===== src/inc/rtcirq_regs.svh =====
`ifndef RTCIRQ_REGS_SVH
`define RTCIRQ_REGS_SVH

// Clock and timing
`define RTCIRQ_CLK_HZ 40_000_000
`define RTCIRQ_XT_MIN_HZ 8_000
`define RTCIRQ_XT_FAIL_MS 32
`define RTCIRQ_AUTOCAL_INTERVAL_LONG_S 1024
`define RTCIRQ_AUTOCAL_INTERVAL_SHORT_S 512
`define RTCIRQ_XT_GAP_CYC (`RTCIRQ_CLK_HZ / `RTCIRQ_XT_MIN_HZ)
`define RTCIRQ_XT_FAIL_CYC (`RTCIRQ_CLK_HZ / 1000 * `RTCIRQ_XT_FAIL_MS)
`define RTCIRQ_AUTOCAL_INTERVAL_LONG_CYC (64'(`RTCIRQ_AUTOCAL_INTERVAL_LONG_S) * 64'(`RTCIRQ_CLK_HZ))
`define RTCIRQ_AUTOCAL_INTERVAL_SHORT_CYC (64'(`RTCIRQ_AUTOCAL_INTERVAL_SHORT_S) * 64'(`RTCIRQ_CLK_HZ))

// Interrupt pulse widths, least times rounded up to whole cycles
`define RTCIRQ_PULSE0_NS 250
`define RTCIRQ_PULSE1_NS 1_000
`define RTCIRQ_PULSE2_NS 8_000
`define RTCIRQ_PULSE3_NS 64_000
`define RTCIRQ_NS2CYC(t) (((t) * (`RTCIRQ_CLK_HZ / 1_000_000) + 999) / 1000)
`define RTCIRQ_PULSE0_CYC `RTCIRQ_NS2CYC(`RTCIRQ_PULSE0_NS)
`define RTCIRQ_PULSE1_CYC `RTCIRQ_NS2CYC(`RTCIRQ_PULSE1_NS)
`define RTCIRQ_PULSE2_CYC `RTCIRQ_NS2CYC(`RTCIRQ_PULSE2_NS)
`define RTCIRQ_PULSE3_CYC `RTCIRQ_NS2CYC(`RTCIRQ_PULSE3_NS)

// Register byte offsets
`define RTCIRQ_OFF_STATUS 8'h00
`define RTCIRQ_OFF_OSCSTAT 8'h04
`define RTCIRQ_OFF_IRQEN 8'h08
`define RTCIRQ_OFF_CTRL 8'h0C
`define RTCIRQ_OFF_OSCCTRL 8'h10
`define RTCIRQ_OFF_TMRCTRL 8'h14
`define RTCIRQ_OFF_PINLVL 8'h18

// Status flag positions (also enable positions)
`define RTCIRQ_F_ALARM 0
`define RTCIRQ_F_CDOWN 1
`define RTCIRQ_F_WDOG 2
`define RTCIRQ_F_BATLO 3
`define RTCIRQ_F_IN1 4
`define RTCIRQ_F_IN2 5
`define RTCIRQ_F_OSCF 6
`define RTCIRQ_F_ACALF 7

// Autocalibration interval codes
`define RTCIRQ_AUTOCAL_INTERVAL_OFF 2'h0
`define RTCIRQ_AUTOCAL_INTERVAL_LONG 2'h2
`define RTCIRQ_AUTOCAL_INTERVAL_SHORT 2'h3

// Reset values, enable mask and response codes
`define RTCIRQ_RST_OUT1 2'h1
`define RTCIRQ_RST_OUT2 2'h0
`define RTCIRQ_IRQEN_MASK 8'hFB
`define RTCIRQ_RESP_OKAY 2'h0
`define RTCIRQ_RESP_SLVERR 2'h2

`endif


===== src/inc/rtcirq_pkg.sv =====
package rtcirq_pkg;

   typedef enum logic [0:0] {WR_IDLE, WR_RESP} rtcirq_wr_t;

   typedef struct packed {
      logic xt_q;
      logic [12:0] gap;
      logic slow;
      logic [20:0] slow_cnt;
      logic failed;
   } rtcirq_xt_t;

   typedef struct packed {
      rtcirq_wr_t wr_st;
      logic aw_got;
      logic w_got;
      logic [7:0] aw_addr;
      logic [31:0] w_data;
      logic [3:0] w_strb;
      logic [1:0] bresp;
      logic rvalid;
      logic [31:0] rdata;
      logic [1:0] rresp;
      logic [5:0] status;
      logic osc_fail;
      logic autocal_fail;
      logic [7:0] irq_on;
      logic [1:0] out1_sel;
      logic [1:0] out2_sel;
      logic auto_clear;
      logic in1_pol;
      logic in2_pol;
      logic bat_pol;
      logic [1:0] bat_sel;
      logic [1:0] sqw_sel;
      logic osc_req;
      logic fail_over;
      logic [1:0] autocal_interval;
      logic [1:0] alarm_pm;
      logic cd_pm;
      logic [1:0] cd_clk;
      logic cd_rpt;
      logic cd_run;
      logic [2:0] alarm_scope;
      logic wd_steer;
      logic [4:0] wd_period;
      logic in1_sel_q;
      logic in2_sel_q;
      logic bat_q;
      logic xt_failed_q;
      logic [35:0] autocal_interval_cnt;
      logic autocal_interval_start;
      logic cal_load;
      logic [11:0] alarm_pcnt;
      logic [11:0] cd_pcnt;
      logic wd_reset;
      logic use_rc;
      logic pin1;
      logic pin2;
      logic pin_cd;
      logic pin_clk;
   } rtcirq_state_t;

endpackage


===== src/rtcirq_top.sv =====
`timescale 1ns/1ps
`include "rtcirq_regs.svh"

// What this block does
// - Interval code picks off, reserved, 1024s, 512s
// - Leaving code 00 starts one calibration
// - Failed calibration sets flag, blocks RC load
// - Crystal below 8 kHz over 32 ms fails
// - Oscillator-fail flag set on failure, power-up
// - Not-running bit high when slow or RC
// - Fail-over switches to RC, back on restart
// - Indicator shows oscillator actually in use
// - Enabled flags ORed, steered to chosen pins
// - No pin interrupt without its enable, except the armed watchdog
// - Watchdog steers to interrupt or reset
// - Level sources hold until software clears
// - Alarm match sets flag, pulse mode shapes
// - Countdown zero sets flag when running
// - Countdown always on its pin, optionally clock-out
// - Battery crossing in chosen direction sets flag
// - Selected pin edges set external flags
// - Live levels of both input pins readable
// - Writing zero clears flag, bit by bit
// - Auto-clear read returns then clears, race-free
// - Select bit: 0 crystal, 1 RC
module rtcirq_top #(
   parameter logic [35:0] AUTOCAL_INTERVAL_LONG_CYC = 36'(`RTCIRQ_AUTOCAL_INTERVAL_LONG_CYC),
   parameter logic [35:0] AUTOCAL_INTERVAL_SHORT_CYC = 36'(`RTCIRQ_AUTOCAL_INTERVAL_SHORT_CYC),
   parameter logic [12:0] XT_GAP_CYC = 13'(`RTCIRQ_XT_GAP_CYC),
   parameter logic [20:0] XT_FAIL_CYC = 21'(`RTCIRQ_XT_FAIL_CYC)
) (
   input wire logic REF_CLK,
   input wire logic RSTN,
   // AXI4-Lite slave
   input wire logic [7:0] AWADDR,
   input wire logic AWVALID,
   output logic AWREADY,
   input wire logic [31:0] WDATA,
   input wire logic [3:0] WSTRB,
   input wire logic WVALID,
   output logic WREADY,
   output logic [1:0] BRESP,
   output logic BVALID,
   input wire logic BREADY,
   input wire logic [7:0] ARADDR,
   input wire logic ARVALID,
   output logic ARREADY,
   output logic [31:0] RDATA,
   output logic [1:0] RRESP,
   output logic RVALID,
   input wire logic RREADY,
   // Events and levels from neighbouring blocks and pins
   input wire logic ALARM_MATCH,
   input wire logic COUNTDOWN_ZERO,
   input wire logic WATCHDOG_TIMEOUT,
   input wire logic BATTERY_ABOVE,
   input wire logic EXTERNAL_INPUT_PIN,
   input wire logic WATCHDOG_INPUT_PIN,
   input wire logic XT_LEVEL,
   input wire logic SQUARE_WAVE,
   input wire logic AUTOCAL_DONE,
   input wire logic AUTOCAL_RANGE_BAD,
   // Pins, active low interrupts
   output logic PRIMARY_IRQ_PIN_N,
   output logic SECOND_IRQ_PIN_N,
   output logic COUNTDOWN_IRQ_PIN_N,
   output logic CLOCK_OUT_IRQ_PIN_N,
   // Controls toward neighbouring blocks
   output logic WATCHDOG_RESET,
   output logic AUTOCAL_START,
   output logic RC_CAL_LOAD,
   output logic OSC_USE_RC,
   output logic [2:0] ALARM_MATCH_SCOPE,
   output logic COUNTDOWN_RUN,
   output logic COUNTDOWN_REPEAT,
   output logic [1:0] COUNTDOWN_CLOCK_SELECT,
   output logic [1:0] BATTERY_THRESHOLD_SELECT,
   output logic [4:0] WATCHDOG_PERIOD_FIELD
);
   import rtcirq_pkg::*;

   rtcirq_state_t s_q;
   rtcirq_state_t s_d;
   logic xt_slow;
   logic xt_failed;

   // Byte-lane merge for any register write
   function automatic logic [31:0] merge(input logic [31:0] old, input logic [31:0] data,
                                         input logic [3:0] strb);
      logic [31:0] r;
      r = old;
      for (int i = 0; i < 4; i++) begin
         if (strb[i]) begin
            r[i*8 +: 8] = data[i*8 +: 8];
         end
      end
      return r;
   endfunction

   // Interrupt pulse width in cycles by code
   function automatic logic [11:0] pulse_len(input logic [1:0] code);
      logic [11:0] r;
      case (code)
         2'h0: r = 12'(`RTCIRQ_PULSE0_CYC);
         2'h1: r = 12'(`RTCIRQ_PULSE1_CYC);
         2'h2: r = 12'(`RTCIRQ_PULSE2_CYC);
         default: r = 12'(`RTCIRQ_PULSE3_CYC);
      endcase
      return r;
   endfunction

   rtcirq_xtmon #(
      .GAP_CYC(XT_GAP_CYC),
      .FAIL_CYC(XT_FAIL_CYC)
   ) u_xtmon (
      .ref_clk(REF_CLK),
      .rstn(RSTN),
      .xt_level(XT_LEVEL),
      .slow(xt_slow),
      .failed(xt_failed)
   );

   // Handshake readies come straight from state
   assign AWREADY = !s_q.aw_got && (s_q.wr_st == WR_IDLE);
   assign WREADY = !s_q.w_got && (s_q.wr_st == WR_IDLE);
   assign ARREADY = !s_q.rvalid;

   always_comb begin
      logic have_aw;
      logic have_w;
      logic [7:0] waddr;
      logic [31:0] wdat;
      logic [3:0] wstb;
      logic [31:0] m;
      logic [31:0] rd;
      logic rd_ok;
      logic [5:0] set_st;
      logic [5:0] clr_st;
      logic set_of;
      logic set_acf;
      logic clr_of;
      logic clr_acf;
      logic in1_sel;
      logic in2_sel;
      logic wd_armed;
      logic alarm_c;
      logic cd_c;
      logic irq;
      logic [35:0] autocal_interval_per;
      s_d = s_q;
      have_aw = s_q.aw_got || (AWVALID && AWREADY);
      have_w = s_q.w_got || (WVALID && WREADY);
      waddr = s_q.aw_got ? s_q.aw_addr : {AWADDR[7:2], 2'h0};
      wdat = s_q.w_got ? s_q.w_data : WDATA;
      wstb = s_q.w_got ? s_q.w_strb : WSTRB;
      m = '0;
      rd = '0;
      rd_ok = 1'b1;
      clr_st = '0;
      clr_of = 1'b0;
      clr_acf = 1'b0;
      s_d.autocal_interval_start = 1'b0;
      s_d.cal_load = 1'b0;
      s_d.wd_reset = 1'b0;

      // Event detection
      in1_sel = EXTERNAL_INPUT_PIN ^ s_q.in1_pol;
      in2_sel = WATCHDOG_INPUT_PIN ^ s_q.in2_pol;
      s_d.in1_sel_q = in1_sel;
      s_d.in2_sel_q = in2_sel;
      s_d.bat_q = BATTERY_ABOVE;
      s_d.xt_failed_q = xt_failed;
      wd_armed = (s_q.wd_period != 5'h00);
      set_st = '0;
      set_st[`RTCIRQ_F_ALARM] = ALARM_MATCH;
      set_st[`RTCIRQ_F_CDOWN] = COUNTDOWN_ZERO && s_q.cd_run;
      set_st[`RTCIRQ_F_WDOG] = WATCHDOG_TIMEOUT && wd_armed;
      // Polarity 0 falling, 1 rising crossing
      set_st[`RTCIRQ_F_BATLO] = s_q.bat_pol ? (BATTERY_ABOVE && !s_q.bat_q)
                                            : (!BATTERY_ABOVE && s_q.bat_q);
      // Edge of pin xor polarity: a polarity change can fire at once
      set_st[`RTCIRQ_F_IN1] = in1_sel && !s_q.in1_sel_q;
      set_st[`RTCIRQ_F_IN2] = in2_sel && !s_q.in2_sel_q;
      set_of = xt_failed && !s_q.xt_failed_q;
      set_acf = AUTOCAL_DONE && AUTOCAL_RANGE_BAD;
      s_d.cal_load = AUTOCAL_DONE && !AUTOCAL_RANGE_BAD;
      s_d.wd_reset = WATCHDOG_TIMEOUT && wd_armed && s_q.wd_steer;

      // Write channel: address and data in either order
      if (s_q.wr_st == WR_IDLE) begin
         if (have_aw && have_w) begin
            s_d.aw_got = 1'b0;
            s_d.w_got = 1'b0;
            s_d.wr_st = WR_RESP;
            s_d.bresp = `RTCIRQ_RESP_OKAY;
            case (waddr)
               `RTCIRQ_OFF_STATUS: begin
                  m = merge({26'h000_0000, s_q.status}, wdat, wstb);
                  clr_st = ~m[5:0];
               end
               `RTCIRQ_OFF_OSCSTAT: begin
                  m = merge({30'h0000_0000, s_q.autocal_fail, s_q.osc_fail}, wdat, wstb);
                  clr_of = !m[0];
                  clr_acf = !m[1];
               end
               `RTCIRQ_OFF_IRQEN: begin
                  m = merge({24'h00_0000, s_q.irq_on}, wdat, wstb);
                  s_d.irq_on = m[7:0] & `RTCIRQ_IRQEN_MASK;
               end
               `RTCIRQ_OFF_CTRL: begin
                  m = merge({20'h0_0000, s_q.sqw_sel, s_q.bat_sel, s_q.bat_pol, s_q.in2_pol,
                             s_q.in1_pol, s_q.auto_clear, s_q.out2_sel, s_q.out1_sel},
                            wdat, wstb);
                  {s_d.sqw_sel, s_d.bat_sel, s_d.bat_pol, s_d.in2_pol, s_d.in1_pol,
                   s_d.auto_clear, s_d.out2_sel, s_d.out1_sel} = m[11:0];
               end
               `RTCIRQ_OFF_OSCCTRL: begin
                  m = merge({28'h000_0000, s_q.autocal_interval, s_q.fail_over, s_q.osc_req}, wdat, wstb);
                  {s_d.autocal_interval, s_d.fail_over, s_d.osc_req} = m[3:0];
                  // Leaving the off code triggers a single run
                  if (s_q.autocal_interval == `RTCIRQ_AUTOCAL_INTERVAL_OFF && m[3:2] != `RTCIRQ_AUTOCAL_INTERVAL_OFF) begin
                     s_d.autocal_interval_start = 1'b1;
                  end
               end
               `RTCIRQ_OFF_TMRCTRL: begin
                  m = merge({16'h0000, s_q.wd_period, s_q.wd_steer, s_q.alarm_scope,
                             s_q.cd_run, s_q.cd_rpt, s_q.cd_clk, s_q.cd_pm, s_q.alarm_pm},
                            wdat, wstb);
                  {s_d.wd_period, s_d.wd_steer, s_d.alarm_scope, s_d.cd_run, s_d.cd_rpt,
                   s_d.cd_clk, s_d.cd_pm, s_d.alarm_pm} = m[15:0];
               end
               `RTCIRQ_OFF_PINLVL: begin
               end
               default: begin
                  s_d.bresp = `RTCIRQ_RESP_SLVERR;
               end
            endcase
         end else begin
            s_d.aw_got = have_aw;
            s_d.w_got = have_w;
            if (!s_q.aw_got) begin
               s_d.aw_addr = {AWADDR[7:2], 2'h0};
            end
            if (!s_q.w_got) begin
               s_d.w_data = WDATA;
               s_d.w_strb = WSTRB;
            end
         end
      end else if (BREADY) begin
         s_d.wr_st = WR_IDLE;
      end

      // Read channel; data captured at the address handshake
      case ({ARADDR[7:2], 2'h0})
         `RTCIRQ_OFF_STATUS: rd = {26'h000_0000, s_q.status};
         `RTCIRQ_OFF_OSCSTAT: rd = {26'h000_0000, s_q.use_rc,
                                    xt_slow || s_q.use_rc,
                                    2'h0, s_q.autocal_fail, s_q.osc_fail};
         `RTCIRQ_OFF_IRQEN: rd = {24'h00_0000, s_q.irq_on};
         `RTCIRQ_OFF_CTRL: rd = {20'h0_0000, s_q.sqw_sel, s_q.bat_sel, s_q.bat_pol,
                                 s_q.in2_pol, s_q.in1_pol, s_q.auto_clear,
                                 s_q.out2_sel, s_q.out1_sel};
         `RTCIRQ_OFF_OSCCTRL: rd = {28'h000_0000, s_q.autocal_interval, s_q.fail_over, s_q.osc_req};
         `RTCIRQ_OFF_TMRCTRL: rd = {16'h0000, s_q.wd_period, s_q.wd_steer, s_q.alarm_scope,
                                    s_q.cd_run, s_q.cd_rpt, s_q.cd_clk, s_q.cd_pm,
                                    s_q.alarm_pm};
         `RTCIRQ_OFF_PINLVL: rd = {30'h0000_0000, WATCHDOG_INPUT_PIN,
                                   EXTERNAL_INPUT_PIN};
         default: rd_ok = 1'b0;
      endcase
      if (ARVALID && ARREADY) begin
         s_d.rvalid = 1'b1;
         s_d.rdata = rd;
         s_d.rresp = rd_ok ? `RTCIRQ_RESP_OKAY : `RTCIRQ_RESP_SLVERR;
         if (s_q.auto_clear && {ARADDR[7:2], 2'h0} == `RTCIRQ_OFF_STATUS) begin
            clr_st = '1;
         end
      end else if (s_q.rvalid && RREADY) begin
         s_d.rvalid = 1'b0;
      end

      // Flags: an event in the clearing cycle survives the clear
      s_d.status = set_st | (s_q.status & ~clr_st);
      s_d.osc_fail = set_of || (s_q.osc_fail && !clr_of);
      s_d.autocal_fail = set_acf || (s_q.autocal_fail && !clr_acf);

      // Oscillator in use follows request, overridden by fail-over
      s_d.use_rc = s_q.osc_req || (s_q.fail_over && xt_failed);

      // Periodic calibration timer, off and reserved codes idle
      autocal_interval_per = (s_q.autocal_interval == `RTCIRQ_AUTOCAL_INTERVAL_SHORT) ? AUTOCAL_INTERVAL_SHORT_CYC : AUTOCAL_INTERVAL_LONG_CYC;
      if (s_q.autocal_interval == `RTCIRQ_AUTOCAL_INTERVAL_LONG || s_q.autocal_interval == `RTCIRQ_AUTOCAL_INTERVAL_SHORT) begin
         if (s_q.autocal_interval_cnt >= autocal_interval_per - 36'h0_0000_0001) begin
            s_d.autocal_interval_cnt = '0;
            s_d.autocal_interval_start = 1'b1;
         end else begin
            s_d.autocal_interval_cnt = s_q.autocal_interval_cnt + 36'h0_0000_0001;
         end
      end else begin
         s_d.autocal_interval_cnt = '0;
      end

      // Pulse shapers; the flag itself stays set in either mode
      if (set_st[`RTCIRQ_F_ALARM] && s_q.alarm_pm != 2'h0) begin
         s_d.alarm_pcnt = pulse_len(s_q.alarm_pm);
      end else if (s_q.alarm_pcnt != 12'h000) begin
         s_d.alarm_pcnt = s_q.alarm_pcnt - 12'h001;
      end
      if (set_st[`RTCIRQ_F_CDOWN] && s_q.cd_pm) begin
         s_d.cd_pcnt = pulse_len(s_q.cd_clk);
      end else if (s_q.cd_pcnt != 12'h000) begin
         s_d.cd_pcnt = s_q.cd_pcnt - 12'h001;
      end

      // Enabled sources combined into one interrupt
      alarm_c = s_q.irq_on[`RTCIRQ_F_ALARM] && ((s_q.alarm_pm == 2'h0) ?
                s_q.status[`RTCIRQ_F_ALARM] : (s_q.alarm_pcnt != 12'h000));
      cd_c = s_q.irq_on[`RTCIRQ_F_CDOWN] && (s_q.cd_pm ? (s_q.cd_pcnt != 12'h000)
             : s_q.status[`RTCIRQ_F_CDOWN]);
      irq = alarm_c || cd_c
            || (s_q.status[`RTCIRQ_F_WDOG] && !s_q.wd_steer && wd_armed)
            || (s_q.status[`RTCIRQ_F_BATLO] && s_q.irq_on[`RTCIRQ_F_BATLO])
            || (s_q.status[`RTCIRQ_F_IN1] && s_q.irq_on[`RTCIRQ_F_IN1])
            || (s_q.status[`RTCIRQ_F_IN2] && s_q.irq_on[`RTCIRQ_F_IN2])
            || (s_q.osc_fail && s_q.irq_on[`RTCIRQ_F_OSCF])
            || (s_q.autocal_fail && s_q.irq_on[`RTCIRQ_F_ACALF]);

      // Pin steering, active low
      case (s_q.out1_sel)
         2'h0: s_d.pin1 = 1'b1;
         2'h1: s_d.pin1 = !irq;
         2'h2: s_d.pin1 = 1'b0;
         default: s_d.pin1 = SQUARE_WAVE;
      endcase
      case (s_q.out2_sel)
         2'h0: s_d.pin2 = 1'b1;
         2'h1: s_d.pin2 = !irq;
         2'h2: s_d.pin2 = 1'b0;
         default: s_d.pin2 = !cd_c;
      endcase
      s_d.pin_cd = !cd_c;
      case (s_q.sqw_sel)
         2'h0: s_d.pin_clk = SQUARE_WAVE;
         2'h1: s_d.pin_clk = !cd_c;
         2'h2: s_d.pin_clk = !irq;
         default: s_d.pin_clk = 1'b1;
      endcase
   end

   // State register; oscillator-fail flag comes up set
   always_ff @(posedge REF_CLK) begin
      if (!RSTN) begin
         s_q <= '0;
         s_q.osc_fail <= 1'b1;
         s_q.out1_sel <= `RTCIRQ_RST_OUT1;
         s_q.out2_sel <= `RTCIRQ_RST_OUT2;
         s_q.pin1 <= 1'b1;
         s_q.pin2 <= 1'b1;
         s_q.pin_cd <= 1'b1;
         s_q.pin_clk <= 1'b1;
      end else begin
         s_q <= s_d;
      end
   end

   // Registered outputs
   assign BVALID = (s_q.wr_st == WR_RESP);
   assign BRESP = s_q.bresp;
   assign RVALID = s_q.rvalid;
   assign RDATA = s_q.rdata;
   assign RRESP = s_q.rresp;
   assign PRIMARY_IRQ_PIN_N = s_q.pin1;
   assign SECOND_IRQ_PIN_N = s_q.pin2;
   assign COUNTDOWN_IRQ_PIN_N = s_q.pin_cd;
   assign CLOCK_OUT_IRQ_PIN_N = s_q.pin_clk;
   assign WATCHDOG_RESET = s_q.wd_reset;
   assign AUTOCAL_START = s_q.autocal_interval_start;
   assign RC_CAL_LOAD = s_q.cal_load;
   assign OSC_USE_RC = s_q.use_rc;
   assign ALARM_MATCH_SCOPE = s_q.alarm_scope;
   assign COUNTDOWN_RUN = s_q.cd_run;
   assign COUNTDOWN_REPEAT = s_q.cd_rpt;
   assign COUNTDOWN_CLOCK_SELECT = s_q.cd_clk;
   assign BATTERY_THRESHOLD_SELECT = s_q.bat_sel;
   assign WATCHDOG_PERIOD_FIELD = s_q.wd_period;
endmodule


===== src/rtcirq_xtmon.sv =====
`timescale 1ns/1ps
`include "rtcirq_regs.svh"

// Crystal activity monitor, works on the sampled crystal level
module rtcirq_xtmon #(
   parameter logic [12:0] GAP_CYC = 13'(`RTCIRQ_XT_GAP_CYC),
   parameter logic [20:0] FAIL_CYC = 21'(`RTCIRQ_XT_FAIL_CYC)
) (
   input wire logic ref_clk,
   input wire logic rstn,
   input wire logic xt_level,
   output logic slow,
   output logic failed
);
   import rtcirq_pkg::*;

   rtcirq_xt_t s_q;
   rtcirq_xt_t s_d;

   // Gap since last rising edge; no edge within one 8 kHz period means slow
   always_comb begin
      s_d = s_q;
      s_d.xt_q = xt_level;
      if (xt_level && !s_q.xt_q) begin
         s_d.gap = '0;
      end else if (s_q.gap != GAP_CYC) begin
         s_d.gap = s_q.gap + 13'h0001;
      end
      s_d.slow = (s_q.gap == GAP_CYC);
      // Slow must last the whole window; one good edge restarts it
      if (!s_q.slow) begin
         s_d.slow_cnt = '0;
      end else if (s_q.slow_cnt != FAIL_CYC) begin
         s_d.slow_cnt = s_q.slow_cnt + 21'h00_0001;
      end
      s_d.failed = s_q.slow && (s_q.slow_cnt == FAIL_CYC);
   end

   always_ff @(posedge ref_clk) begin
      if (!rstn) begin
         s_q <= '0;
      end else begin
         s_q <= s_d;
      end
   end

   assign slow = s_q.slow;
   assign failed = s_q.failed;
endmodule


===== config.mk =====
export PLATFORM = sky130hd
export DESIGN_NAME = rtcirq_top
export DESIGN_NICKNAME = d
export VERILOG_FILES = /design/src/inc/rtcirq_pkg.sv /design/src/rtcirq_top.sv /design/src/rtcirq_xtmon.sv
export VERILOG_INCLUDE_DIRS = /design/src /design/src/inc
export SDC_FILE = /design/constraint.sdc
export NUM_CORES = 1
export LEC_CHECK = 0
export BUFFER_PORTS_ARGS = -buffer_cell sky130_fd_sc_hd__buf_2
export CORE_MARGIN = 1.5
export CORE_UTILIZATION = 52
export DETAILED_ROUTE_END_ITERATION = 8
export PLACE_DENSITY = 0.73
export SETUP_SLACK_MARGIN = 0.3
export SYNTH_ARGS = -nofsm -noshare
export SYNTH_HDL_FRONTEND = slang
export SYNTH_SLANG_ARGS = --single-unit

===== constraint.sdc =====
create_clock -name REF_CLK -period 2.6 [get_ports REF_CLK]
set_input_delay 0.52 -clock REF_CLK [delete_from_list [all_inputs] [get_ports REF_CLK]]
set_output_delay 0.52 -clock REF_CLK [all_outputs]
set_load 0.01 [all_outputs]

**Yosys cells after proc, flatten, opt, wreduce, memory -nomap -nowiden**

Cells that the tools add are included.

- Reduce and logical (&&, ||, !) cells: 97
- Mux-type cells: 55
- Add/subtract/negate cells: 6
- Bitwise gates (word level): 11
- Magnitude comparators: 1
- Multiply operators: 0
- Eq/ne operators: 29
- Divide/modulo/power cells: 0
- Shifts and indexed selects: 0

Operators with widths:

| kind | number |
|---|---|
| one-hot mux 16 bit (7 select lines) | 1 |
| one-hot mux 12 bit (3 select lines) | 2 |
| two-way mux 6 bit | 9 |
| two-way mux 12 bit | 4 |
| adder 36 x 1 -> 36 bit, second input constant | 1 |
| greater-or-equal comparator 36 bit | 1 |
| two-way mux 36 bit | 1 |
| subtractor 36 x 1 -> 36 bit, second input constant | 1 |
| logical AND 1 bit | 35 |
| equality test 8 x 5 -> 1 bit, second input constant | 3 |
| AND reduction 4 bit | 6 |
| nonzero test 12 bit | 2 |
| subtractor 12 x 1 -> 12 bit, second input constant | 2 |
| adder 21 x 1 -> 21 bit, second input constant | 1 |
| equality test 21 bit, second input constant | 1 |
| two-way mux 1 bit | 21 |
| inequality test 21 bit, second input constant | 1 |
| equality test 6 x 3 -> 1 bit, second input constant | 3 |
| zero test 1 bit | 17 |
| equality test 8 x 4 -> 1 bit, second input constant | 2 |
| two-way mux 16 bit | 1 |
| two-way mux 2 bit | 8 |
| two-way mux 4 bit | 4 |
| equality test 2 bit, second input constant | 7 |
| 26 further kinds | 65 |

- Word-level logic and storage cells: 253
- Register bits after elaboration: 222
- Latch bits: 0
- Memories: 0
- Memory bits (read-only): 0
- Bits in writable memories: 0
- Output and inout port bits: 63
- Input bits: 69

**Depth between registers and ports, before layout**

Gate-level depths: netlist of run 1.

- Depth after elaboration: 16
- Depth in mapped cells: 10
- Depth with buffers taken out: 8

**Hierarchy**

A second synthesis of run 1 with hierarchy kept.

- Cell total of the unflattened synthesis: 1135
- Area total of the unflattened synthesis: 9993.3 µm²

Modules (own cells, without submodules):

| module | sequential area each (µm²) | cells each | times used | area an instance (µm²) |
|---|---|---|---|---|
| rtcirq_top | 3343.2 | 939 | 1 | 8265.4 |
| rtcirq_xtmon | 740.7 | 196 | 1 | 1727.9 |

**Least setup slack after synthesis of run 1**

OpenSTA, ideal clock, no wires.

- Path kind: reg-to-reg
- Start point: register s_q[89] (netlist name)
- End point: register s_q[39] (netlist name)
- Cell stages (with the launch flop): 11
- Slack: 0.309 ns
- Clock period less this slack: 2.291 ns
- Library setup time: 0.078 ns
- Data arrival time: 2.213 ns
- Buffers on the path: 2
- Cell sequence: dfxtp_1 -> nand2_1 -> inv_1 -> ha_1 -> o211a_1 -> a2111oi_0 -> o211ai_1 -> o21ba_2 -> buf_2 -> buf_2 -> nor3_1

- Cells in the longest elaborated chain, start to end: 5
- Elaborated cells between the ends (all ways): 8
- Those cells by class: add/sub: 1; order compare: 1; eq/ne: 2; mux: 1; bitwise: 1; reduce/logical: 2

Ends and longest elaborated chain:

| what | RTL line | RTL |
|---|---|---|
| start, declared | rtcirq_top.sv:82 | `rtcirq_state_t s_q;` |
| equality test 2 bit (no source line) | n/a |  |
| two-way mux 36 bit | rtcirq_top.sv:291 | `` autocal_interval_per = (s_q.autocal_interval == `RTCIRQ_AUTOCAL_INTERVAL_SHORT) ? AUTOCAL_INTERVAL_SHORT_CYC : ... `` |
| subtractor 36 x 1 -> 36 bit | rtcirq_top.sv:293 | `if (s_q.autocal_interval_cnt >= autocal_interval_per - 36'h0_0000_0001) begin` |
| greater-or-equal comparator 36 bit | rtcirq_top.sv:293 |  |
| OR reduction 3 bit (no source line) * | n/a |  |

Mark *: on every way between the ends. The rest lies on a longest branch, timed or not.
A chain may end at the register's enable or synchronous reset.

**Worst setup path in the final report of run 1**

- Start point: register s_q[89] (netlist name)
- End point: register s_q[56] (netlist name)

The elaborated chain is that of the path after synthesis.

==> flow_summary_export.csv, run 1 <==
group,metric,value,unit
status,outcome,"complete, no violations",
synthesis,synth_cell_types,66,
cts,cts_sinks,204,
sta,setup_violations,0,
sta,tightest_slew,0.6559,ns
critical_path,r2r-start,"s_q[89]$_SDFFE_PN0P_",
critical_path,rrSetupSlack,0.38,ns
grt,grt_max_degree,66,
power,p_sw_share,28.17,%
sta,max_freq,449.6,MHz
cts,cts_root_buf,"clkbuf_16",
sta,fin_skew,0.02267,ns
floorplanning,core,18580,sq um
synthesis,synth_edf_count,0,
sta,holdWs,0.1664,ns
hold_path,min_to,"RVALID$_SDFFE_PN0P_",
cts,clockBufferDepth,3,
final_layout,final_core_util,59.81,%
critical_path,end_kind,"register",
power,p_seq_share,43.8,%
critical_path,crit_family,"compound AO/OA/AOI/OAI gates",
detailed_routing,firstDrtPassIters,5,
place,io_buffer_count,91,
synthesis,synthCells,1121,
cts,clk_pin_slew,0.06,ns
power,p_leak,4.389,nW
critical_path,crit_chain,"nand2_1, buf_4, ha_1, o211a_1, a2111oi_4, o211ai_1, o21ba_4, clkbuf_16, nor3_2",
power,intPower,5.775,mW
synthesis,yosysSeqAreaShare,41.64,%
floorplanning,boundaryPins,132,
floorplanning,die-height,140.3,um
place,pre_cts_ws,0.2325,ns
final_layout,syn_to_final_growth,13.31,%
critical_path,setup.worst_path.start_class,"register",
final_layout,drive_above_1_share,17.22,%
critical_path,worstReg2RegEnd,"s_q[56]$_SDFF_PP0_",
grt,grt_pass1_vias,7429,
hold_path,hold_class,"in -> reg",
floorplanning,start_util,52.79,%
hold_path,whs_path_depth,2,
power,power_frac_comb,17.7,%
place,gp_congestion,0.8356,
synthesis,synth_warnings,0,
synthesis,yosys_register_bits,204,
final_layout,post-route-cell-area,11110,sq um
place,hpwl,15250,um
detailed_routing,vias,8046,
sta,post-route-period-util,85.54,%
final_layout,mostFrequentLayoutCell,"dfxtp_1",
final_layout,antenna_cells,0,
grt,grt_pass1_wl,36300,um
power,power_density,723.5,nW/um^2
critical_path,cp.required,3.04,ns
sta,fin_setup_tns,0,ns
detailed_routing,wl_per_cell,15.58,um
synthesis,synth-main-ff-cell,"dfxtp_1",
sta,rsz0062_at_grt,"true",
critical_path,crit_slowest_cell,"dfxtp_4",
detailed_routing,dr.first_iter.drc_count,549,
sta,fin_ws,0.3760,ns
synthesis,synth.avg_cell_area,8.749,sq um
cts,h-tree-depth,1,
cts,hold_buffers,0,
final_layout,final_cell_mix,"dfxtp_1, nor2_1, buf_2",
power,ir_drop,0.0005744,V
grt,grt_overflow,0,
sta,finalHoldViolCount,0,
detailed_routing,via_per_inst,5.627,
critical_path,worstPathArrival,2.66,ns
critical_path,critPathMaxStageDelay,0.37,ns
synthesis,netlist_area,9808,sq um
power,switching_power,2.265,mW
cts,cts_tree,"yes",
grt,antenna_found_initial,0,
final_layout,nFillCells,1678,
detailed_routing,antenna_left,0,
hold_path,min-delay-start,"RREADY",
floorplanning,row_count,50,
critical_path,r2r_cells,9,
final_layout,layout.nets,1273,
sta,relSlewSlack,56.07,%
detailed_routing,wl,22290,um
detailed_routing,drc,0,
critical_path,critPathMaxFanout,9,
sta,post-route-min-period,2.224,ns
cts,cts_buffers,23,
power,clkPwrFrac,38.5,%
job,drv_cap,0,
sta,slew_viol_final,0,
grt,grt_usage,22.16,%
critical_path,path_class,"reg -> reg",
critical_path,critical_path_buf_inv_count,2,
place,dpl_cell_area,10270,sq um
floorplanning,die-area,19700,sq um
floorplanning,die_w,140.3,um
cts,clk_latency,0.53,ns
synthesis,postSynth.asyncResetShare,0,%
[worst max-delay path by stage]
stage                              start                                  endpoint  depth (start not counted)
CTS                 s_q[89]$_SDFFE_PN0P_                        s_q[56]$_SDFF_PP0_                          9
finish              s_q[89]$_SDFFE_PN0P_                        s_q[56]$_SDFF_PP0_                          9
global route        s_q[89]$_SDFFE_PN0P_                        s_q[41]$_SDFF_PP0_                          9
detailed placement             AWADDR[6]  BATTERY_THRESHOLD_SELECT[1]$_SDFFE_PN0P_                          6
global placement               AWADDR[6]     WATCHDOG_PERIOD_FIELD[3]$_SDFFE_PN0P_                          6
floorplan           s_q[89]$_SDFFE_PN0P_                        s_q[39]$_SDFF_PP0_                         10
[power by group through the flow]
| stage | logic, mW | registers [mW] | clock network (mW) |
|---|---|---|---|
| after floorplan | 1.12 | 3.54 | 0 |
| after detailed placement | 1.41 | 3.58 | 0 |
| final | 1.42 | 3.52 | 3.10 |
| after global routing | 1.61 | 3.55 | 3.27 |
| after CTS | 1.42 | 3.52 | 3.16 |
| after global placement | 1.37 | 3.57 | 0 |
[layer usage]
layer	track usage (%)	up-vias	wire, um	part of all wire [%]
met2	36.32	167	10460	47
li1	-	4014	-	-
met1	30.05	3817	10230	46
met4	7.590	0	682	3.1
met3	3.043	48	905	4.1
met5	0	-	0	0
[area by class of cell]
type | count | area (sq um) | area share (%)
Clock inverter | 5 | 68.82 | 0.6192
Inverter | 32 | 120.1 | 1.081
Sequential cell | 204 | 4089 | 36.79
Timing Repair Buffer | 117 | 700.7 | 6.305
Tap cell | 234 | 292.8 | 2.635
Clock buffer | 32 | 639.4 | 5.753
Multi-Input combinational cell | 806 | 5202 | 46.81
[worst register-to-register path, cell delays in order (launching register included)]
cell	delay, ns
dfxtp_4	0.37
nand2_1	0.08
buf_4	0.17
ha_1	0.31
o211a_1	0.15
a2111oi_4	0.27
o211ai_1	0.17
o21ba_4	0.26
clkbuf_16	0.17
nor3_2	0.18
[repair_timing]
action                                  in CTS  in global routing
gates cloned                                 0                  2
endpoints found under the setup margin      36                 36
gates resized for setup                      4                 18
setup buffers                                0                  0
pin swaps                                    1                  2
[state kept, by name, indices dropped and copies added (netlist names), 2 cells and up]
name                      flops
ALARM_MATCH_SCOPE             3
u_xtmon.s_q                  35
BATTERY_THRESHOLD_SELECT      2
RDATA                        16
WATCHDOG_PERIOD_FIELD         5
s_q                         125
COUNTDOWN_CLOCK_SELECT        2
[Yosys cell counts (all sizes together), types with 3 or more instances]
cell | n | area, sq um
a211oi | 11 | 117.6
a21oi | 43 | 215.2
a221oi | 4 | 35.03
a222oi | 4 | 40.04
a22oi | 6 | 45.04
a31oi | 8 | 50.05
and2 | 3 | 18.77
and3 | 7 | 43.79
and4 | 7 | 61.31
buf | 59 | 417.9
clkbuf | 37 | 138.9
dfxtp | 204 | 4084
ha | 20 | 250.2
inv | 32 | 120.1
mux2 | 21 | 236.5
mux2i | 65 | 650.6
nand2 | 80 | 300.3
nand2b | 7 | 43.79
nand3 | 55 | 302.8
nand3b | 4 | 30.03
nand4 | 17 | 121.4
nand4b | 5 | 43.79
nor2 | 151 | 574.3
nor2b | 7 | 43.79
nor3 | 67 | 350.3
nor3b | 8 | 60.06
nor4 | 11 | 68.82
nor4b | 5 | 43.79
o211ai | 11 | 82.58
o21ai | 37 | 185.2
o22ai | 3 | 18.77
o32ai | 4 | 35.03
or3 | 22 | 137.6
or4 | 3 | 26.27
xnor2 | 48 | 420.4
xor2 | 22 | 192.7
[per-stage QoR]
stage	cells	power (mW)
after floorplan	1138	4.651
after global placement	1391	4.949
after detailed placement	1391	4.986
after CTS	1428	8.092
after global routing	1430	8.435
final	1430	8.041
[cells by family (layout without fill, tap and decap cells)]
kind of cell             after synthesis  count (layout)  share of synthesized area (%)
buffers and inverters                128             186                          6.901
multiplexers                          86              86                          9.045
adder cells (fa/ha/maj)               20              20                          2.551
AO/OA/AOI/OAI                        147             147                          9.848
flip-flops                           204             204                          41.64
XOR/XNOR                              70              70                          6.251
other                                  1              18                        0.03823
AND/OR/NAND/NOR                      465             465                          23.73
(Power assumes the default switching activity.)
==> run 2, diff against run 1 <==
--- a/config.mk
+++ b/config.mk
@@ -14,4 +14,5 @@
 export SETUP_SLACK_MARGIN = 0.3
 export SYNTH_ARGS = -nofsm -noshare
 export SYNTH_HDL_FRONTEND = slang
+export SYNTH_HIERARCHICAL = 1
 export SYNTH_SLANG_ARGS = --single-unit
==> run 2 against run 1 <==
Via count is 2.7% higher. First-iteration DRC count increased by 9.1%. Worst setup slack better by 0.037 ns. Non-clock buffer count grew 5. Final cell count up 1.5%. Clock-buffer cell count stayed put. Sequential share of layout area down 0.73 points. Die area rose by 1.8%. Largest power group unchanged. Clock power is 7.7% higher. Clock skew is 0.016 ns lower. Hold slack better by 0.026 ns.
==> flow_summary_export.csv, run 2 <==
group,metric,value,unit
synthesis,synth_adder_area_share,2.504,%
synthesis,synth_xor_area_share,6.047,%
synthesis,synth_cell_types,81,
detailed_routing,via_per_inst,5.690,
final_layout,fin_cells,1452,
critical_path,critPathMaxFanout,6,
synthesis,synthCells,1135,
power,total_power,8.412,mW
place,hpwl,16340,um
detailed_routing,vias,8262,
cts,clockBufferDepth,3,
final_layout,mostFrequentLayoutCell,"dfxtp_1",
synthesis,synthSimpleGateAreaFrac,23.91,%
final_layout,drive_above_1_share,18.57,%
grt,grt_pass1_wl,37980,um
sta,fin_setup_tns,0,ns
job,drv_cap,0,
detailed_routing,wl_per_cell,16.09,um
floorplanning,die_w,141.6,um
synthesis,postSynth.asyncResetShare,0,%
final_layout,syn_to_final_growth,13.36,%
sta,tightest_slew,0.7507,ns
place,io_buffer_count,91,
cts,hold_buffers,0,
sta,post-route-min-period,2.187,ns
detailed_routing,wl,23370,um
cts,clk_pin_slew,0.06,ns
cts,cts_root_buf,"clkbuf_16",
synthesis,synth_common_cells,"dfxtp_1, nor2_1, nand2_1, nor3_1, a21oi_1",
synthesis,synth_top_family_by_area,"simple AND/OR/NAND/NOR gates",
synthesis,netlist_area,9993,sq um
sta,post-route-period-util,84.13,%
final_layout,regMostFlops,"s_q",
power,power_density,742.5,nW/um^2
place,dp_cells,1409,
detailed_routing,antenna_left,0,
synthesis,synth_warnings,6,
synthesis,synth-main-ff-cell,"dfxtp_1",
floorplanning,boundaryPins,132,
floorplanning,row_count,50,
critical_path,rrSetupSlack,0.41,ns
power,ir_drop,0.0005209,V
critical_path,crit_start,"s_q[193]$_SDFFE_PN0P_",
critical_path,r2r-start,"s_q[193]$_SDFFE_PN0P_",
critical_path,worstPathArrival,2.57,ns
sta,fin_skew,0.006393,ns
critical_path,worstReg2RegEnd,"s_q[118]$_SDFF_PN0_",
critical_path,path_class,"reg -> reg",
synthesis,synth_mux_area_share,6.949,%
sta,relSlewSlack,49.49,%
cts,cts_buffers,23,
final_layout,layout.nets,1290,
detailed_routing,drc,0,
power,p_leak,4.246,nW
floorplanning,die-height,141.6,um
critical_path,setup.worst_path.start_class,"register",
synthesis,synth.avg_cell_area,8.805,sq um
sta,max_freq,457.2,MHz
synthesis,synth_area_leader_cell,"dfxtp_1",
detailed_routing,dr.first_iter.drc_count,599,
synthesis,synthTopCellsByArea,"dfxtp_1, nor2_1, xnor2_1",
grt,grt_max_degree,51,
cts,cts_tree,"yes",
grt,grt_overflow,0,
sta,setup_violations,0,
synthesis,yosysMostFrequentCell,"dfxtp_1",
sta,finalHoldViolCount,0,
synthesis,yosysSeqAreaShare,40.87,%
sta,rsz0062_at_grt,"false",
synthesis,synth-compound-area-share,12.76,%
critical_path,cp-endpoint,"s_q[118]$_SDFF_PN0_",
sta,slew_viol_final,0,
cts,cts_sinks,204,
synthesis,yosys_register_bits,204,
grt,grt_usage,23.02,%
grt,antenna_found_initial,1,
floorplanning,start_util,53.25,%
grt,grt_pass1_vias,7610,
cts,clk_latency,0.50,ns
floorplanning,die-area,20060,sq um
critical_path,r2r_cells,5,
synthesis,synth_edf_count,0,
final_layout,final_cell_mix,"dfxtp_1, nor2_1, nand2_1",
status,outcome,"complete, no violations",
synthesis,yosysTopAreaCellShare,40.87,%
detailed_routing,firstDrtPassIters,5,
final_layout,largest_reg_flops,125,
place,gp_congestion,0.8633,
critical_path,cp.required,2.98,ns
floorplanning,core,18770,sq um
cts,h-tree-depth,1,
critical_path,end_kind,"register",
hold_path,hold_class,"in -> reg",
run 2: cell types whose count changed in the layout (fill, tap and decap cells not counted), moves of 6 or more:
cell / before / now
nand2_1: 80 / 93
nor4_1: 11 / 21
o21ai_0: 36 / 54
a21oi_1: 43 / 59
mux2i_1: 65 / 39
nand3_1: 51 / 38
or3_1: 22 / 9
nor2_1: 150 / 113
nor3_1: 53 / 64
buf_4: 22 / 28
or4_1: 2 / 8
o31ai_1: 0 / 6
nor3_2: 13 / 1
run 2: how the worst min path moves through the flow:
stage | start | end | slack (ns) | cells past startpoint
final | AUTOCAL_RANGE_BAD | RC_CAL_LOAD$_SDFF_PN0_ | 0.19 | 2
after global routing | AUTOCAL_RANGE_BAD | RC_CAL_LOAD$_SDFF_PN0_ | 0.19 | 2
after CTS | AUTOCAL_RANGE_BAD | RC_CAL_LOAD$_SDFF_PN0_ | 0.18 | 2
after detailed placement | s_q[70]$_SDFF_PN0_ | s_q[119]$_SDFF_PN0_ | 0.44 | 1
after global placement | s_q[70]$_SDFF_PN0_ | s_q[119]$_SDFF_PN0_ | 0.42 | 1
after floorplan | s_q[70]$_SDFF_PN0_ | s_q[119]$_SDFF_PN0_ | 0.41 | 1
run 2: power breakdown:
| group | switching, mW | total, mW | internal [mW] |
|---|---|---|---|
| Combinational | 0.859 | 1.55 | 0.690 |
| Clock | 1.28 | 3.34 | 2.06 |
| Sequential | 0.194 | 3.53 | 3.33 |
| Total | 2.33 | 8.41 | 6.08 |
run 2: what timing repair did:
action	4_1_cts	5_1_grt
endpoints found under the hold margin	0	0
buffers inserted	1	0
setup endpoints to repair	35	43
gates cloned	0	0
pin swaps	1	2
resized for setup	3	6
run 2: layout make-up:
cell class                      count  area [sq um]
Tap cell                          234         292.8
Sequential cell                   204          4085
Clock buffer                       32         659.4
Timing Repair Buffer              122         725.7
Clock inverter                      9         122.6
Antenna cell                        1         2.502
Multi-Input combinational cell    817          5314
Fill cell                        1633          7440
Inverter                           33         126.4
run 2: cell families (layout without fill, tap and decap cells):
family	after synthesis	count (layout)
AOI/OAI and AO/OA	194	194
xor gates and xnor gates	69	69
adders and majority gates	20	20
buffers and inverters	131	196
DFF	204	204
muxes	63	63
other	1	19
and+or+nand+nor	453	453
run 2: critical path, cell delays in order (launching register included):
cell and delay [ns]:
dfxtp_1 0.33, or4b_4 0.55, a2111oi_4 0.38, o211a_1 0.40, nand2_1 0.13, a32o_1 0.28
run 2: routing by layer:
metal | wire (um) | GRT usage [%] | vias up
met5 | 0 | 0 | -
met4 | 561 | 6.186 | 0
met3 | 1459 | 3.577 | 40
met2 | 10200 | 35.82 | 245
met1 | 11150 | 33.23 | 3853
li1 | - | - | 4124
run 2: through the flow:
stage               hold slack [ns]  worst slack [ns]  utilization (%)  instance area (sq um)
floorplan                    0.4077            0.4046                -                  10060
global placement             0.4198            0.1867            55.95                  10500
detailed placement           0.4366           0.09365            55.95                  10500
finish                       0.1925            0.4127            60.36                  11330
CTS                          0.1820            0.3005            60.20                  11300
global route                 0.1912            0.3031            60.35                  11330
==> run 3, diff against run 2 <==
--- a/config.mk
+++ b/config.mk
@@ -6,11 +6,12 @@
 export SDC_FILE = /design/constraint.sdc
 export NUM_CORES = 1
 export LEC_CHECK = 0
+export ABC_AREA = 1
 export BUFFER_PORTS_ARGS = -buffer_cell sky130_fd_sc_hd__buf_2
 export CORE_MARGIN = 1.5
 export CORE_UTILIZATION = 52
 export DETAILED_ROUTE_END_ITERATION = 8
-export PLACE_DENSITY = 0.73
+export PLACE_DENSITY = 0.72
 export SETUP_SLACK_MARGIN = 0.3
 export SYNTH_ARGS = -nofsm -noshare
 export SYNTH_HDL_FRONTEND = slang
==> constraint.sdc (replaced) <==
create_clock -name REF_CLK -period 2.1 [get_ports REF_CLK]
set_input_delay 0.42 -clock REF_CLK [delete_from_list [all_inputs] [get_ports REF_CLK]]
set_output_delay 0.42 -clock REF_CLK [all_outputs]
set_load 0.01 [all_outputs]
==> run 3 against run 2 <==
Combinational power increased by 47%. Hold slack got worse by 0.10 ns. Wire length increased by 16%. Clock power increased by 12%. First-iteration DRC count increased by 28%. Critical path type unchanged. Register-to-register slack got worse by 0.20 ns. Design area increased by 13%. Sequential share of layout area decreased by 4.0 points. Area after synthesis increased by 10%.
==> flow_summary_export.csv, run 3 <==
group,metric,value,unit
synthesis,synth_area_leader_cell,"dfxtp_1",
synthesis,postSynth.asyncResetShare,0,%
sta,fin_ws,0.2078,ns
sta,setup_violations,0,
final_layout,final_core_util,61.07,%
final_layout,fin_cells,2043,
critical_path,cp.required,2.50,ns
detailed_routing,vias,10530,
sta,post-route-min-period,1.892,ns
detailed_routing,firstDrtPassIters,6,
final_layout,nFillCells,1942,
final_layout,largest_reg_flops,125,
sta,post-route-period-util,90.10,%
sta,tightest_slew,0.6985,ns
sta,rsz0062_at_grt,"true",
final_layout,mostFrequentLayoutCell,"nand2_1",
grt,grt_pass1_vias,9186,
sta,fin_skew,0.008571,ns
final_layout,post-route-cell-area,12760,sq um
synthesis,synth.avg_cell_area,6.686,sq um
cts,cts_root_buf,"clkbuf_16",
place,dp_cells,1985,
synthesis,synth_common_cells,"nand2_1, nor2_1, dfxtp_1, inv_1, a21oi_1",
critical_path,r2r-start,"s_q[89]$_SDFFE_PN0P_",
critical_path,crit_slowest_cell,"dfxtp_4",
floorplanning,die-area,22060,sq um
synthesis,synth-main-ff-cell,"dfxtp_1",
synthesis,synthTopCellsByArea,"dfxtp_1, nand2_1, nor2_1",
detailed_routing,via_per_inst,5.155,
floorplanning,core,20890,sq um
floorplanning,die_w,148.5,um
grt,grt_pass1_wl,42920,um
place,pre_cts_ws,0.08019,ns
sta,slew_viol_final,0,
place,hpwl,19670,um
grt,grt_usage,23.56,%
critical_path,critPathMaxFanout,9,
floorplanning,start_util,52.72,%
cts,clockBufferDepth,3,
place,dpl_cell_area,11700,sq um
floorplanning,boundaryPins,132,
final_layout,syn_to_final_growth,15.85,%
synthesis,synth_edf_count,0,
grt,antenna_found_initial,0,
critical_path,worstPathArrival,2.29,ns
grt,grt_max_degree,36,
sta,finalHoldViolCount,0,
critical_path,end_kind,"register",
power,p_leak,5.387,nW
final_layout,final_cell_mix,"nand2_1, nor2_1, dfxtp_1",
critical_path,crit_start,"s_q[89]$_SDFFE_PN0P_",
grt,grt_overflow,0,
power,ir_drop,0.0005362,V
final_layout,drive_above_1_share,15.61,%
synthesis,yosysTopAreaCellShare,37.09,%
critical_path,setup.worst_path.start_class,"register",
final_layout,multi_input_area,5883,sq um
cts,hold_buffers,0,
cts,cts_tree,"yes",
cts,cts_buffers,23,
synthesis,yosysSeqAreaShare,37.09,%
hold_path,hold_class,"in -> reg",
detailed_routing,drc,0,
floorplanning,die-height,148.5,um
sta,max_freq,528.5,MHz
synthesis,yosys_register_bits,204,
detailed_routing,antenna_left,0,
hold_path,min-delay-start,"BREADY",
cts,clk_latency,0.51,ns
cts,cts_sinks,204,
critical_path,critPathMaxStageDelay,0.36,ns
cts,h-tree-depth,1,
detailed_routing,wl,27050,um
final_layout,regMostFlops,"s_q",
cts,clk_pin_slew,0.06,ns
status,outcome,"complete, no violations",
synthesis,synth_warnings,6,
job,drv_cap,0,
synthesis,netlist_area,11010,sq um
detailed_routing,dr.first_iter.drc_count,764,
synthesis,synthCells,1647,
sta,fin_setup_tns,0,ns
final_layout,seqCellArea,4096,sq um
sta,relSlewSlack,52.94,%
detailed_routing,wl_per_cell,13.24,um
power,total_power,10.39,mW
critical_path,crit_chain,"nand2_8, inv_8, ha_1, nand2_1, nor2_2, nand2_1, nor2_2, nand3_2, nand4_4, clkbuf_16, nor2_1",
synthesis,synth_cell_types,51,
sta,holdWs,0.09110,ns
place,io_buffer_count,91,
final_layout,antenna_cells,0,
floorplanning,row_count,53,
critical_path,path_class,"reg -> reg",
synthesis,yosysMostFrequentCell,"nand2_1",
final_layout,layout.nets,1842,
place,gp_congestion,0.8965,
power,power_density,814.1,nW/um^2
[run 3: logic make-up after synthesis]
| family | count (synthesis) | synth area share [%] |
|---|---|---|
| xor+xnor | 31 | 2.466 |
| other cells | 1 | 0.03405 |
| fa+ha+maj | 20 | 2.272 |
| compound gates | 263 | 12.81 |
| flops | 204 | 37.09 |
| buf+inv | 288 | 11.88 |
| simple gates | 840 | 33.45 |
[run 3: worst max-delay path, delay by kind of cell (launching register included)]
kind | cells | cell delay, ns
simple gates | 8 | 0.90
flops | 1 | 0.36
fa+ha+maj | 1 | 0.27
buf+inv | 2 | 0.25
[run 3: path summary, 6_finish.rpt]
path                                end  slack (ns)  depth (start not counted)
hold reg to reg   s_q[174]$_SDFFE_PN0P_        0.44                          2
hold / removal        BVALID$_SDFF_PN0_        0.09                          2
setup / recovery     s_q[32]$_SDFF_PP0_        0.21                         11
setup reg to reg     s_q[32]$_SDFF_PP0_        0.21                         11
[run 3: per-layer routing]
| layer | vias to the layer above | routed length, um | global-route usage, % |
|---|---|---|---|
| met5 | - | 0 | 0 |
| met4 | 0 | 724 | 7.772 |
| met3 | 59 | 1633 | 2.822 |
| met2 | 326 | 12200 | 37.26 |
| met1 | 4720 | 12490 | 33.34 |
| li1 | 5426 | - | - |
[run 3: timing repair]
item | 4_1_cts | 5_1_grt
pin swaps | 3 | 11
setup endpoints to repair | 85 | 78
endpoints found under the hold margin | 0 | 0
gates cloned | 0 | 5
buffers inserted | 2 | 11
resized for setup | 10 | 34
[run 3: where the power goes]
part	internal (mW)	switching [mW]
Sequential	4.18	0.189
Combinational	0.825	1.45
Clock	2.16	1.59
Total	7.16	3.22
[run 3: cell type report]
class / count / area share, %
clock buffer: 33 / 5.120
inverter: 202 / 6.002
tap: 275 / 2.697
multi-input combinational: 1175 / 46.12
timing repair buffer: 147 / 7.611
sequential: 204 / 32.11
clock inverter: 7 / 0.3433
